$ cat src/core/ccf_pkg.sv
// Package of constants and carrier types for the capture/compare status flag block.
package ccf_pkg;

  // ----------------------------------------------------------------
  // Bus and data widths
  // ----------------------------------------------------------------
  localparam int ADDR_W = 4;
  localparam int DATA_W = 16;
  localparam int NUM_GR = 4;

  // ----------------------------------------------------------------
  // Register offsets
  // ----------------------------------------------------------------
  localparam logic [ADDR_W-1:0] OFS_FLAGS     = 4'h0;
  localparam logic [ADDR_W-1:0] OFS_IRQ_EN    = 4'h1;
  localparam logic [ADDR_W-1:0] OFS_MODE      = 4'h2;
  localparam logic [ADDR_W-1:0] OFS_EDGE      = 4'h3;
  localparam logic [ADDR_W-1:0] OFS_GR_A      = 4'h4;
  localparam logic [ADDR_W-1:0] OFS_GR_B      = 4'h5;
  localparam logic [ADDR_W-1:0] OFS_GR_C      = 4'h6;
  localparam logic [ADDR_W-1:0] OFS_GR_D      = 4'h7;
  localparam logic [ADDR_W-1:0] OFS_COUNT     = 4'h8;
  localparam logic [ADDR_W-1:0] OFS_EVT_STAT  = 4'h9;
  localparam logic [ADDR_W-1:0] OFS_EVT_MASK  = 4'hA;

  // ----------------------------------------------------------------
  // Field positions
  // ----------------------------------------------------------------
  localparam int BIT_FLAG_A   = 0;
  localparam int BIT_FLAG_B   = 1;
  localparam int BIT_FLAG_C   = 2;
  localparam int BIT_FLAG_D   = 3;
  localparam int EVT_SET_LSB  = 0;
  localparam int EVT_OVR_LSB  = 4;
  localparam int EDGE_FIELD_W = 2;

  // ----------------------------------------------------------------
  // Values after reset
  // ----------------------------------------------------------------
  localparam logic [NUM_GR-1:0]   RST_FLAGS    = 4'h0;
  localparam logic [NUM_GR-1:0]   RST_IRQ_EN   = 4'h0;
  localparam logic [NUM_GR-1:0]   RST_MODE     = 4'h0;
  localparam logic [7:0]          RST_EDGE     = 8'h00;
  localparam logic [DATA_W-1:0]   RST_GR       = 16'h0000;
  localparam logic [7:0]          RST_EVT_STAT = 8'h00;
  localparam logic [7:0]          RST_EVT_MASK = 8'h00;
  localparam logic [DATA_W-1:0]   READ_ZERO    = 16'h0000;

  // ----------------------------------------------------------------
  // Types
  // ----------------------------------------------------------------
  typedef enum logic [1:0] {
    EDGE_RISE = 2'b00,
    EDGE_FALL = 2'b01,
    EDGE_BOTH = 2'b10
  } cap_edge_e;

  typedef struct packed {
    logic [ADDR_W-1:0] addr;
    logic [DATA_W-1:0] wdata;
    logic              wr;
    logic              rd;
  } reg_req_s;

  typedef struct packed {
    logic [NUM_GR-1:0] start;
    logic [NUM_GR-1:0] transfer_end_irq_select;
    logic [NUM_GR-1:0] count_nz;
  } xfer_req_s;

endpackage

$ cat src/core/match_detect.sv
// Compare-match and input-capture event detector for one general register.
`timescale 1ns/1ps
module match_detect #(
  parameter int DATA_W = 16
) (
  // Clock and reset
  input  wire logic              clock,
  input  wire logic              sys_rst,
  input  wire logic              clk_en,
  // Operands
  input  wire logic [DATA_W-1:0] counter,
  input  wire logic [DATA_W-1:0] compare_val,
  input  wire logic              capture_mode,
  input  wire logic [1:0]        edge_sel,
  input  wire logic              capture_pin,
  // Events
  output logic                   set_pulse,
  output logic                   load_pulse
);

  logic sync1_q;
  logic sync2_q;
  logic sync3_q;
  logic eq_prev_q;
  logic eq;
  logic rise;
  logic fall;
  logic cap_hit;

  // The pin is asynchronous; only the second and third stages feed the edge logic.
  always_ff @(posedge clock) begin
    if (sys_rst) begin
      sync1_q <= 1'b0;
      sync2_q <= 1'b0;
      sync3_q <= 1'b0;
    end else if (clk_en) begin
      sync1_q <= capture_pin;
      sync2_q <= sync1_q;
      sync3_q <= sync2_q;
    end
  end

  // Equality is edge-detected so a stopped counter yields one match, not a stream.
  always_ff @(posedge clock) begin
    if (sys_rst) begin
      eq_prev_q <= 1'b1;
    end else if (clk_en) begin
      eq_prev_q <= eq;
    end
  end

  assign eq   = (counter == compare_val);
  assign rise = sync2_q & ~sync3_q;
  assign fall = ~sync2_q & sync3_q;

  always_comb begin
    case (edge_sel)
      ccf_pkg::EDGE_RISE: cap_hit = rise;
      ccf_pkg::EDGE_FALL: cap_hit = fall;
      default:            cap_hit = rise | fall;
    endcase
  end

  assign load_pulse = clk_en & capture_mode & cap_hit;
  assign set_pulse  = load_pulse | (clk_en & ~capture_mode & eq & ~eq_prev_q);

endmodule

$ cat src/core/flag_cell.sv
// One sticky status flag with read-then-write-zero and automatic transfer clearing.
`timescale 1ns/1ps
module flag_cell (
  // Clock and reset
  input  wire logic clock,
  input  wire logic sys_rst,
  input  wire logic clk_en,
  // Control
  input  wire logic present,
  input  wire logic set_evt,
  input  wire logic read_seen,
  input  wire logic sw_write,
  input  wire logic sw_bit,
  input  wire logic auto_clr,
  // State
  output logic      flag
);

  logic flag_q;
  logic armed_q;

  // A set in the same cycle as either clear keeps the flag high.
  always_ff @(posedge clock) begin
    if (sys_rst) begin
      flag_q <= 1'b0;
    end else if (clk_en) begin
      if (!present) begin
        flag_q <= 1'b0;
      end else if (set_evt) begin
        flag_q <= 1'b1;
      end else if ((sw_write && !sw_bit && armed_q) || auto_clr) begin
        flag_q <= 1'b0;
      end
    end
  end

  // Arming remembers that software has seen this flag as one.
  always_ff @(posedge clock) begin
    if (sys_rst) begin
      armed_q <= 1'b0;
    end else if (clk_en) begin
      if (read_seen && flag_q) begin
        armed_q <= 1'b1;
      end else if (sw_write || !flag_q) begin
        armed_q <= 1'b0;
      end
    end
  end

  assign flag = flag_q;

endmodule

$ cat src/core/capture_compare_status_flags.sv
// Capture/compare status flags of one timer channel with register port and interrupt.
//
// The implementer's own choices: the placing of the registers and the strobed register port.
`timescale 1ns/1ps

// Summary of operation
// - Flag A sets on counter match with register A, or capture into A.
// - Flag B sets on counter match with register B, or capture into B.
// - On channels 0 and 3, flag C sets on match or capture of C.
// - On channels 0 and 3, flag D sets on match or capture of D.
// - Other channels read flags C and D as zero and ignore writes.
// - A started transfer with select zero and nonzero count clears its flag.
// - Software clears a flag only by reading one, then writing zero.
// - Writing one to a flag leaves it set but ends the arming from the last read.
// - All four flags are zero after reset.
// - Each request is high only while its flag and enable are both one.
module capture_compare_status_flags #(
  parameter int CHANNEL_ID = 0,
  parameter int DATA_W     = 16
) (
  // Clock, reset and clock enable
  input  wire logic                         CLOCK,
  input  wire logic                         SYS_RST,
  input  wire logic                         CLK_EN,
  // Register port
  input  wire logic [ccf_pkg::ADDR_W-1:0]   ADDR,
  input  wire logic [DATA_W-1:0]            WDATA,
  input  wire logic                         WR,
  input  wire logic                         RD,
  output logic      [DATA_W-1:0]            RDATA,
  // Counter and capture pins
  input  wire logic [DATA_W-1:0]            CHANNEL_COUNTER,
  input  wire logic [ccf_pkg::NUM_GR-1:0]   CAPTURE_PIN,
  // Transfer controller
  input  wire ccf_pkg::xfer_req_s           XFER,
  // Requests and interrupt
  output logic      [ccf_pkg::NUM_GR-1:0]   COMPARE_IRQ,
  output logic      [ccf_pkg::NUM_GR-1:0]   MATCH_FLAGS,
  output logic                              IRQ
);

  // ----------------------------------------------------------------
  // Declarations
  // ----------------------------------------------------------------
  localparam logic HAS_CD = (CHANNEL_ID == 0) || (CHANNEL_ID == 3);
  localparam int   N      = ccf_pkg::NUM_GR;

  ccf_pkg::reg_req_s req;

  logic [N-1:0]        present;
  logic [N-1:0]        flags;
  logic [N-1:0]        set_evt;
  logic [N-1:0]        load_evt;
  logic [N-1:0]        auto_clr;
  logic [N-1:0]        irq_en_q;
  logic [N-1:0]        mode_q;
  logic [7:0]          edge_q;
  logic [DATA_W-1:0]   gr_q [N];
  logic [7:0]          evt_stat_q;
  logic [7:0]          evt_mask_q;
  logic [7:0]          evt_new;
  logic [DATA_W-1:0]   rdata_q;
  logic [DATA_W-1:0]   rdata_d;
  logic                wr_flags;
  logic                rd_flags;
  logic                wr_irq_en;
  logic                wr_mode;
  logic                wr_edge;
  logic                wr_evt_stat;
  logic                wr_evt_mask;

  // ----------------------------------------------------------------
  // Bus request and decode
  // ----------------------------------------------------------------
  assign req.addr  = ADDR;
  assign req.wdata = WDATA;
  assign req.wr    = WR & CLK_EN;
  assign req.rd    = RD & CLK_EN;

  assign wr_flags    = req.wr && (req.addr == ccf_pkg::OFS_FLAGS);
  assign rd_flags    = req.rd && (req.addr == ccf_pkg::OFS_FLAGS);
  assign wr_irq_en   = req.wr && (req.addr == ccf_pkg::OFS_IRQ_EN);
  assign wr_mode     = req.wr && (req.addr == ccf_pkg::OFS_MODE);
  assign wr_edge     = req.wr && (req.addr == ccf_pkg::OFS_EDGE);
  assign wr_evt_stat = req.wr && (req.addr == ccf_pkg::OFS_EVT_STAT);
  assign wr_evt_mask = req.wr && (req.addr == ccf_pkg::OFS_EVT_MASK);

  // Registers C and D exist only on the channels that carry them.
  assign present = {HAS_CD, HAS_CD, 1'b1, 1'b1};

  // ----------------------------------------------------------------
  // Per-register event detection and flags
  // ----------------------------------------------------------------
  genvar g;
  generate
    for (g = 0; g < N; g++) begin : gen_gr
      logic [ccf_pkg::EDGE_FIELD_W-1:0] edge_sel;
      logic                             set_raw;
      logic                             load_raw;

      assign edge_sel = edge_q[g*ccf_pkg::EDGE_FIELD_W +: ccf_pkg::EDGE_FIELD_W];

      match_detect #(
        .DATA_W (DATA_W)
      ) u_detect (
        .clock        (CLOCK),
        .sys_rst      (SYS_RST),
        .clk_en       (CLK_EN),
        .counter      (CHANNEL_COUNTER),
        .compare_val  (gr_q[g]),
        .capture_mode (mode_q[g]),
        .edge_sel     (edge_sel),
        .capture_pin  (CAPTURE_PIN[g]),
        .set_pulse    (set_raw),
        .load_pulse   (load_raw)
      );

      // Match or capture sets the flag of A, B and, where present, C and D.
      assign set_evt[g]  = set_raw & present[g];
      assign load_evt[g] = load_raw & present[g];

      // A started transfer clears only when the end select is zero and work remains.
      assign auto_clr[g] = XFER.start[g] & ~XFER.transfer_end_irq_select[g] & XFER.count_nz[g];

      flag_cell u_flag (
        .clock     (CLOCK),
        .sys_rst   (SYS_RST),
        .clk_en    (CLK_EN),
        .present   (present[g]),
        .set_evt   (set_evt[g]),
        .read_seen (rd_flags),
        .sw_write  (wr_flags),
        .sw_bit    (req.wdata[g]),
        .auto_clr  (auto_clr[g]),
        .flag      (flags[g])
      );

      // Capture takes precedence over a software write in the same cycle.
      always_ff @(posedge CLOCK) begin
        if (SYS_RST) begin
          gr_q[g] <= ccf_pkg::RST_GR;
        end else if (CLK_EN) begin
          if (load_evt[g]) begin
            gr_q[g] <= CHANNEL_COUNTER;
          end else if (req.wr && present[g] &&
                       (req.addr == ccf_pkg::OFS_GR_A + ccf_pkg::ADDR_W'(g))) begin
            gr_q[g] <= req.wdata;
          end
        end
      end
    end
  endgenerate

  // ----------------------------------------------------------------
  // Control registers
  // ----------------------------------------------------------------
  always_ff @(posedge CLOCK) begin
    if (SYS_RST) begin
      irq_en_q <= ccf_pkg::RST_IRQ_EN;
    end else if (wr_irq_en) begin
      irq_en_q <= req.wdata[N-1:0] & present;
    end
  end

  always_ff @(posedge CLOCK) begin
    if (SYS_RST) begin
      mode_q <= ccf_pkg::RST_MODE;
    end else if (wr_mode) begin
      mode_q <= req.wdata[N-1:0] & present;
    end
  end

  always_ff @(posedge CLOCK) begin
    if (SYS_RST) begin
      edge_q <= ccf_pkg::RST_EDGE;
    end else if (wr_edge) begin
      edge_q <= req.wdata[7:0];
    end
  end

  // ----------------------------------------------------------------
  // Transfer requests
  // ----------------------------------------------------------------
  // Requests follow the flag with no added latency so the transfer
  // controller sees the same state that software would read.
  assign COMPARE_IRQ = flags & irq_en_q;
  assign MATCH_FLAGS = flags;

  // ----------------------------------------------------------------
  // Event status, mask and interrupt
  // ----------------------------------------------------------------
  // Low half records each set; high half records a set that found its
  // flag still high, meaning the earlier event was never serviced.
  assign evt_new[ccf_pkg::EVT_SET_LSB +: N] = set_evt;
  assign evt_new[ccf_pkg::EVT_OVR_LSB +: N] = set_evt & flags;

  always_ff @(posedge CLOCK) begin
    if (SYS_RST) begin
      evt_stat_q <= ccf_pkg::RST_EVT_STAT;
    end else if (CLK_EN) begin
      if (wr_evt_stat) begin
        evt_stat_q <= (evt_stat_q & ~req.wdata[7:0]) | evt_new;
      end else begin
        evt_stat_q <= evt_stat_q | evt_new;
      end
    end
  end

  always_ff @(posedge CLOCK) begin
    if (SYS_RST) begin
      evt_mask_q <= ccf_pkg::RST_EVT_MASK;
    end else if (wr_evt_mask) begin
      evt_mask_q <= req.wdata[7:0];
    end
  end

  assign IRQ = |(evt_stat_q & evt_mask_q);

  // ----------------------------------------------------------------
  // Read path
  // ----------------------------------------------------------------
  always_comb begin
    rdata_d = ccf_pkg::READ_ZERO;
    case (req.addr)
      ccf_pkg::OFS_FLAGS:    rdata_d[N-1:0] = flags & present;
      ccf_pkg::OFS_IRQ_EN:   rdata_d[N-1:0] = irq_en_q;
      ccf_pkg::OFS_MODE:     rdata_d[N-1:0] = mode_q;
      ccf_pkg::OFS_EDGE:     rdata_d[7:0]   = edge_q;
      ccf_pkg::OFS_GR_A:     rdata_d        = gr_q[0];
      ccf_pkg::OFS_GR_B:     rdata_d        = gr_q[1];
      ccf_pkg::OFS_GR_C:     rdata_d        = present[2] ? gr_q[2] : ccf_pkg::READ_ZERO;
      ccf_pkg::OFS_GR_D:     rdata_d        = present[3] ? gr_q[3] : ccf_pkg::READ_ZERO;
      ccf_pkg::OFS_COUNT:    rdata_d        = CHANNEL_COUNTER;
      ccf_pkg::OFS_EVT_STAT: rdata_d[7:0]   = evt_stat_q;
      ccf_pkg::OFS_EVT_MASK: rdata_d[7:0]   = evt_mask_q;
      default:               rdata_d        = ccf_pkg::READ_ZERO;
    endcase
  end

  // Read data stand for exactly the cycle after the strobe, zero otherwise.
  always_ff @(posedge CLOCK) begin
    if (SYS_RST) begin
      rdata_q <= ccf_pkg::READ_ZERO;
    end else if (CLK_EN) begin
      rdata_q <= req.rd ? rdata_d : ccf_pkg::READ_ZERO;
    end
  end

  assign RDATA = rdata_q;

endmodule

$ cat config.mk
export PLATFORM = sky130hd
export DESIGN_NAME = capture_compare_status_flags
export DESIGN_NICKNAME = d
export VERILOG_FILES = /design/src/core/ccf_pkg.sv /design/src/core/match_detect.sv /design/src/core/flag_cell.sv /design/src/core/capture_compare_status_flags.sv
export SDC_FILE = /design/constraint.sdc
export NUM_CORES = 1
export LEC_CHECK = 0
export ABC_AREA = 1
export ABC_CLOCK_PERIOD_IN_PS = 3600
export BUFFER_PORTS_ARGS = -buffer_cell sky130_fd_sc_hd__buf_2
export CAP_MARGIN = 20
export CORE_MARGIN = 2
export CORE_UTILIZATION = 34
export DETAILED_ROUTE_END_ITERATION = 8
export SETUP_SLACK_MARGIN = 0.3
export SYNTH_ARGS = -nofsm -noshare
export SYNTH_HDL_FRONTEND = slang
export SYNTH_SLANG_ARGS = --single-unit
$ cat constraint.sdc
create_clock -name CLOCK -period 3.6 [get_ports CLOCK]
set_input_delay 0.18 -clock CLOCK [delete_from_list [all_inputs] [get_ports CLOCK]]
set_output_delay 0.18 -clock CLOCK [all_outputs]
set_load 0.01 [all_outputs]
# Word level (Yosys, flattened, before mapping)
# Memories as Yosys holds them, arrays and structs flattened.
# Cells that the tools add are included.
# word_totals
mem_count	1
regBits	72
word_cells	262
output_inout_bits	25
ramBits	64
# memory_table
name	words	width	read_ports	rd_clocked_by_memory_dff	wr	line_no	source
gr_q	4	16	4	0	4	capture_compare_status_flags.sv:58	logic [DATA_W-1:0] gr_q [N];
# classes
bitwise	81
n_reduce_logical	61
n_eq_ne	18
n_mux	71
# ops
operator	count
$mux W16	9
$eq A16 B16 Y1	4
$mux W1	54
$pmux W4 S11	1
$pmux W8 S5	1
$and A1 B1 Y1	38
$pmux W4 S8	1
$logic_and A1 B1 Y1	23
$not A1 Y1	20
$and A8 B8 Y8	2
$eq A4 B3 Y1 const B	4
$or A1 B1 Y1	16
$or A8 B8 Y8	2
$reduce_and A2 Y1	8
$reduce_bool A2 Y1	8
$eq A4 B4 Y1 const B	3
$and A4 B4 Y4	2
$eq A2 B1 Y1 const B	4
$eq A4 B2 Y1 const B	2
$logic_not A1 Y1	8
$logic_not A2 Y1	4
$logic_or A1 B1 Y1	8
$mux W8	1
$not A8 Y8	1
other kinds (4)	7

# Depth between registers and ports, before layout
# Gate-level depths: netlist of the first run.
# logic_depth
ltp_word	11
ltp_mapped	11
depth_no_buf	10

# Hierarchy
# A second synthesis of the first run with hierarchy kept.
# unflattened
cells_unflattened	1097
area_unflattened_um2	7888.8
# by_module_without_submodules
module	cells_each	n_inst	area_per_inst_um2
capture_compare_status_flags	657	1	5516.5
match_detect	93	4	486.7
flag_cell	17	4	106.4

# Least setup slack after synthesis of the first run
# No wires, ideal clock.
# synth_path
kind	reg2reg
start	reg gen_gr[3].u_detect.sync3_q
end	mem gr_q[3][0] (enable)
stages_incl_launch_ff	8
arrival_ps	1819
setup_ps	416
period_less_slack_ps	2235
path_slack_ps	1365
cell_sequence	dfxtp_1 -> inv_1 -> ha_1 -> a211oi_1 -> nand2_1 -> nand2_1 -> buf_2 -> nand3_1
# synth_lines
element	line_no	source
start, declared	match_detect.sv:23	logic sync3_q;
start signal, assigned	match_detect.sv:39	sync3_q <= sync2_q;
end, declared	capture_compare_status_flags.sv:58	

==> results of run 1 <==
-- sequential cells by signal, indices dropped and copies added, names as in the netlist, 8 cells and up --
signal and flops:
evt_stat_q 8, evt_mask_q 8, edge_q 8, gr_q 64, RDATA 16
-- Yosys cell counts (all sizes together) --
| cell type | count | area [sq um] |
|---|---|---|
| nand2 | 262 | 986 |
| ha | 8 | 100 |
| a221oi | 1 | 8.76 |
| clkinv | 6 | 22.5 |
| edfxtp | 64 | 1920 |
| nand3b | 5 | 37.5 |
| o2111ai | 3 | 26.3 |
| a211oi | 3 | 22.5 |
| nand3 | 34 | 170 |
| o22ai | 93 | 582 |
| o221ai | 4 | 35.0 |
| o211ai | 9 | 67.6 |
| xnor2 | 13 | 114 |
| buf | 23 | 133 |
| dfxtp | 72 | 1440 |
| a21oi | 69 | 345 |
| nor2 | 70 | 273 |
| o21ai | 65 | 325 |
| clkbuf | 15 | 57.6 |
| a21boi | 3 | 22.5 |
| nand4 | 14 | 100 |
| inv | 153 | 574 |
-- per-layer routing --
layer	wire length, um	track usage	vias up
met3	2390	0.0446	60
met1	11100	0.310	3369
met4	644	0.0893	0
li1	-	-	3473
met5	0	0	-
met2	11800	0.364	380
-- cell type report --
class	instances	area, sq um	share of cell area
multi-input cells	656	3220	0.369
repair buffers	96	528	0.0607
clock buffers	18	429	0.0493
flip-flops and latches	136	3360	0.386
well taps	275	344	0.0395
inverters	159	597	0.0686
clock inverters	14	228	0.0262
-- through the flow --
step	util	hold slack (ns)	cells	total power, uW	area (sq um)
finish	0.411	0.0658	1354	4030	8700
global route	0.411	0.0800	1354	4140	8700
CTS	0.411	0.0517	1354	4030	8700
detailed placement	0.379	0.420	1318	2070	8010
global placement	0.379	0.406	1318	2070	8010
floorplan	-	0.315	989	1920	7370
-- worst min path at each step --
stage	from	endpoint	slack, ns
after floorplan	CAPTURE_PIN[0]	gen_gr[0].u_detect.sync1_q	0.31
after global placement	CAPTURE_PIN[1]	gen_gr[1].u_detect.sync1_q	0.41
after detailed placement	CAPTURE_PIN[1]	gen_gr[1].u_detect.sync1_q	0.42
after CTS	WDATA[4]	evt_mask_q[4]	0.05
after global routing	WDATA[4]	evt_mask_q[4]	0.08
final	WDATA[4]	evt_mask_q[4]	0.07
-- logic make-up after synthesis --
group                    synth area share
buffers and inverters               0.107
AND/OR/NAND/NOR                     0.213
flip-flops                          0.457
adder cells (fa/ha/maj)            0.0136
AO/OA/AOI/OAI                       0.195
XOR/XNOR                           0.0155
-- worst max-delay path, stage by stage, from the launching register on --
cell      delay (ns)
dfxtp_1         0.35
inv_1           0.05
ha_1            0.31
a211oi_1        0.36
nand3_1         0.75
o22ai_1         0.45
-- timing repair --
| action | 4_1_cts | 5_1_grt |
|---|---|---|
| hold endpoints to repair | 4 | 0 |
| hold buffers | 4 | 0 |
| buffers inserted | 0 | 0 |
-- power by group --
part / internal [uW] / leakage (uW) / total, uW / switching (uW)
Sequential: 1660 / 0.00125 / 1690 / 28.8
Combinational: 109 / 0.00221 / 359 / 250
Clock: 1290 / 0.000319 / 1980 / 689
==> flow_metrics.tcl, run 1 <==
set metrics [dict create \
    status "finished, final reports clean" \
    crit_type "register to register" \
    power_leakage_uw 0.00377 \
    dr.pass1.iters 7 \
    root_buffer "clkbuf_16" \
    ctsResizeCount 0 \
    clock_latency_ns 0.43 \
    start_util 0.348 \
    cts_tree "yes" \
    min_path_cells 3 \
    cp-startpoint "gen_gr[1].u_detect.sync3_q" \
    setup_slack_ns 1.13 \
    pin_count 82 \
    core_sq_um 21200 \
    path_max_fanout 16 \
    ir_drop_v 0.000324 \
    die_y_um 151 \
    setup.worst_path.start_class "register" \
    required_ns 3.84 \
    diodes 0 \
    syn_area_sq_um 7370 \
    cts.sink_count 136 \
    yosysSeqAreaShare 0.457 \
    io_buffers 81 \
    synth_nets 1054 \
    drive_above_1_share 0.121 \
    syn_area_per_cell_sq_um 7.45 \
    viasPerCell 5.38 \
    grt_pass1_vias 6821 \
    cts_max_path_buffers 2 \
    yosysWarnings 0 \
    path_clk_slew_ns 0.06 \
    period_share 0.687 \
    finalHoldViolations 0 \
    drc_errors 0 \
    nFillCells 2160 \
    rsz0062_at_grt "false" \
    r2r_cells 5 \
    setup_viol 0 \
    setup_tns_ns 0 \
    antenna_found_initial 0 \
    final_nets 1131 \
    endpoint "gr_q[1][10]" \
    synth_cells 989 \
    pre_cts_ws_ns 0.998 \
    vias 7282 \
    grt_start_max_net_pins 32 \
    antenna_left 0 \
    most-common-layout-cells "261 x nand2_1, 148 x inv_1, 93 x o22ai_1" \
    rr_endpoint "gr_q[1][10]" \
    ys_types 30 \
    critPathArrivalTime_ns 2.71 \
    fin_skew_ns 0.00887 \
    hold_class "primary input to register" \
    tightest_slew_ns 0.961 \
    area_growth_pct 18.2 \
    r2r_slack_ns 1.13 \
    dp_hpwl_mm 18.4 \
    gp_congestion 0.953 \
    drv_cap 0 \
    relSlewSlack 0.357 \
    ys_ff_latch 136 \
    h-tree-depth 4 \
    gr-total-overflow 0 \
    grt_first_pass_wirelength_mm 39.0 \
    dieWidth_um 151 \
    wl_mm 25.9 \
    cts_made_buffers 17 \
    layout_commonest_cell "nand2_1" \
    period_needed_ns 2.47 \
    grt_util_all_layers 0.230 \
    routedWlPerCell_um 19.1 \
    drv_slew 0 \
    power_density_nw_per_um2 463 \
    fmax_mhz 404 \
    core.rowCount 53 \
    critPathCaptureType "register" \
    drt_iter0_markers 692 \
    die_area_sq_um 22900 \
    r2r_start "gen_gr[1].u_detect.sync3_q" \
]
(Power assumes the default switching activity.)
==> run 2: changes to the inputs <==
--- a/config.mk
+++ b/config.mk
@@ -5,8 +5,8 @@
 export SDC_FILE = /design/constraint.sdc
 export NUM_CORES = 1
 export LEC_CHECK = 0
-export ABC_AREA = 1
-export ABC_CLOCK_PERIOD_IN_PS = 3600
+export ABC_AREA = 0
+export ABC_CLOCK_PERIOD_IN_PS = 2300
 export BUFFER_PORTS_ARGS = -buffer_cell sky130_fd_sc_hd__buf_2
 export CAP_MARGIN = 20
 export CORE_MARGIN = 2
==> constraint.sdc (replaced) <==
create_clock -name CLOCK -period 2.3 [get_ports CLOCK]
set_input_delay 0.115 -clock CLOCK [delete_from_list [all_inputs] [get_ports CLOCK]]
set_output_delay 0.115 -clock CLOCK [all_outputs]
set_load 0.01 [all_outputs]
==> run 2 against run 1 <==
Sequential share of layout area down 0.66 points. Sequential power up 57%. Hold slack worse by 0.052 ns. Clock skew down 0.0013 ns. Cell count down 18%. Area after synthesis up 3.3%.
==> flow_metrics.tcl, run 2 <==
set metrics [dict create \
    status "finished, final reports clean" \
    layout_commonest_cell "buf_2" \
    dieWidth_um 154 \
    critPathCaptureType "register" \
    synth_simple_gate_area_frac 0.151 \
    power_leakage_uw 0.00318 \
    min_to "gr_q[2][8]" \
    yosysWarnings 0 \
    die_y_um 154 \
    synth_flop_cell "dfxtp_1" \
    critPathArrivalTime_ns 2.25 \
    finalHoldViolations 0 \
    fin_skew_ns 0.00761 \
    path_max_fanout 3 \
    ys_types 64 \
    gr-total-overflow 0 \
    cts_tree "yes" \
    synth_top_area_share 0.253 \
    syn_area_per_cell_sq_um 10.0 \
    yosysSeqAreaShare 0.442 \
    grt_start_max_net_pins 32 \
    final_util 0.405 \
    required_ns 2.65 \
    yosysMostFrequentCell "dfxtp_1" \
    start_util 0.348 \
    dp.cells 1080 \
    root_buffer "clkbuf_16" \
    synth-compound-area-share 0.207 \
    ys_ff_latch 136 \
    clock_latency_ns 0.43 \
    pin_count 82 \
    power_density_nw_per_um2 667 \
    vias 6468 \
    min_path_cells 2 \
    cts_max_path_buffers 2 \
    cts_setup_buffers 0 \
    synth_common_cells "72 x dfxtp_1, 68 x a22o_1, 64 x edfxtp_1, 60 x xnor2_1, 59 x nand2_1" \
    synthTopCellsByArea "edfxtp_1 25%, dfxtp_1 19%, a22o_1 7.8%, xnor2_1 6.9%, mux2i_1 3.7%" \
    setup_viol 0 \
    hp-start "WDATA[8]" \
    routedWlPerCell_um 22.7 \
    synthArstFlopShare 0 \
    largest_reg_flops 64 \
    final_nets 888 \
    synth_top_family_by_area "compound AO/OA/AOI/OAI gates" \
    most-common-layout-cells "81 x buf_2, 70 x dfxtp_1, 68 x a22o_1" \
    setup_tns_ns 0 \
    viasPerCell 5.80 \
    hold_slack_ns 0.0138 \
    pre_cts_ws_ns 0.258 \
    core.rowCount 54 \
    synth_fa_ha_area_frac 0.0132 \
    grt_pass1_vias 6106 \
    fmax_mhz 526 \
    cts.sink_count 136 \
    hold_class "primary input to register" \
    synth_nets 824 \
    ir_drop_v 0.000509 \
    r2r_cells 5 \
    muxShareOfSynthArea 0.0546 \
    drc_errors 0 \
    rr_endpoint "evt_stat_q[5]" \
    setup.worst_path.start_class "register" \
    regMostFlops "gr_q" \
    dp_hpwl_mm 17.8 \
    period_share 0.826 \
    gp_congestion 0.885 \
    io_buffers 81 \
    r2r_start "gr_q[1][1]" \
    period_needed_ns 1.90 \
    synth_xor_area_frac 0.0737 \
    tightest_slew_ns 0.569 \
    drive_above_1_share 0.209 \
    grt_first_pass_wirelength_mm 37.4 \
    layoutNonFillerInstCount 1116 \
    synth_cells 759 \
    relSlewSlack 0.620 \
    path_clk_slew_ns 0.06 \
    r2r_slack_ns 0.40 \
    grt_util_all_layers 0.210 \
    syn_area_sq_um 7610 \
    drv_cap 0 \
    area_growth_pct 16.5 \
    antenna_left 0 \
    rsz0062_at_grt "false" \
    setup_slack_ns 0.400 \
    drt_iter0_markers 772 \
    crit_type "register to register" \
    synth_edf_count 64 \
    diodes 0 \
    core_sq_um 21900 \
    synth_largest_area_cell "edfxtp_1" \
    drv_slew 0 \
    cts_made_buffers 17 \
    wl_mm 25.3 \
    antenna_found_initial 0 \
    cp-startpoint "gr_q[1][1]" \
    dr.pass1.iters 5 \
    h-tree-depth 4 \
    die_area_sq_um 23600 \
]
[run 2: critical path: stages (launching register included)]
cell and delay [ns]:
edfxtp_1 0.47, xnor2_1 0.24, nand4_1 0.13, nor3_1 0.43, a31oi_1 0.28, a211oi_1 0.26
[run 2: what timing repair did]
| action | CTS | global route |
|---|---|---|
| hold buffers | 4 | 0 |
| resized for setup | 1 | 7 |
| setup endpoints to repair | 16 | 80 |
| endpoints found under the hold margin | 4 | 0 |
| pin swaps | 0 | 0 |
[run 2: routing by layer]
layer / global-route usage / up-vias / wire (um)
met4: 0.0760 / 0 / 619
met1: 0.293 / 3107 / 11100
met5: 0 / - / 0
met3: 0.0431 / 50 / 2280
li1: - / 2965 / -
met2: 0.323 / 346 / 11300
[run 2: final cells by class]
type	count	area [sq um]
sequential	136	3370
timing repair buffer	120	721
multi-input combinational	537	3820
clock inverter	14	131
tap	280	350
inverter	11	41.3
clock buffer	18	429
fill	2182	13000
[run 2: metrics by stage]
| step | area, sq um | total power [uW] |
|---|---|---|
| after CTS | 8830 | 5910 |
| final | 8860 | 5910 |
| after global routing | 8860 | 6070 |
| after global placement | 8230 | 3290 |
| after detailed placement | 8230 | 3290 |
| after floorplan | 7610 | 3060 |
[run 2: where the power goes]
| part | internal [uW] | switching [uW] | total [uW] |
|---|---|---|---|
| registers | 2600 | 52.8 | 2650 |
| logic | 226 | 382 | 608 |
| clock network | 1580 | 1070 | 2650 |
[run 2: worst max path at each step]
stage,end,slack [ns],cells after the start
3_5_place_dp,gr_q[1][4],0.26,6
6_report,evt_stat_q[5],0.40,5
2_1_floorplan,gr_q[2][10],0.51,7
4_1_cts,gr_q[3][12],0.30,6
5_1_grt,gr_q[0][8],0.31,7
3_3_place_gp,gr_q[1][6],0.30,6
[run 2: kinds of logic (layout without fill, tap and decap cells)]
group,after synthesis,in the layout
and+or+nand+nor,221,221
xor gates and xnor gates,64,64
buffers and inverters,86,163
AOI/OAI and AO/OA,206,206
muxes,38,38
adders and majority gates,8,8
DFF,136,136
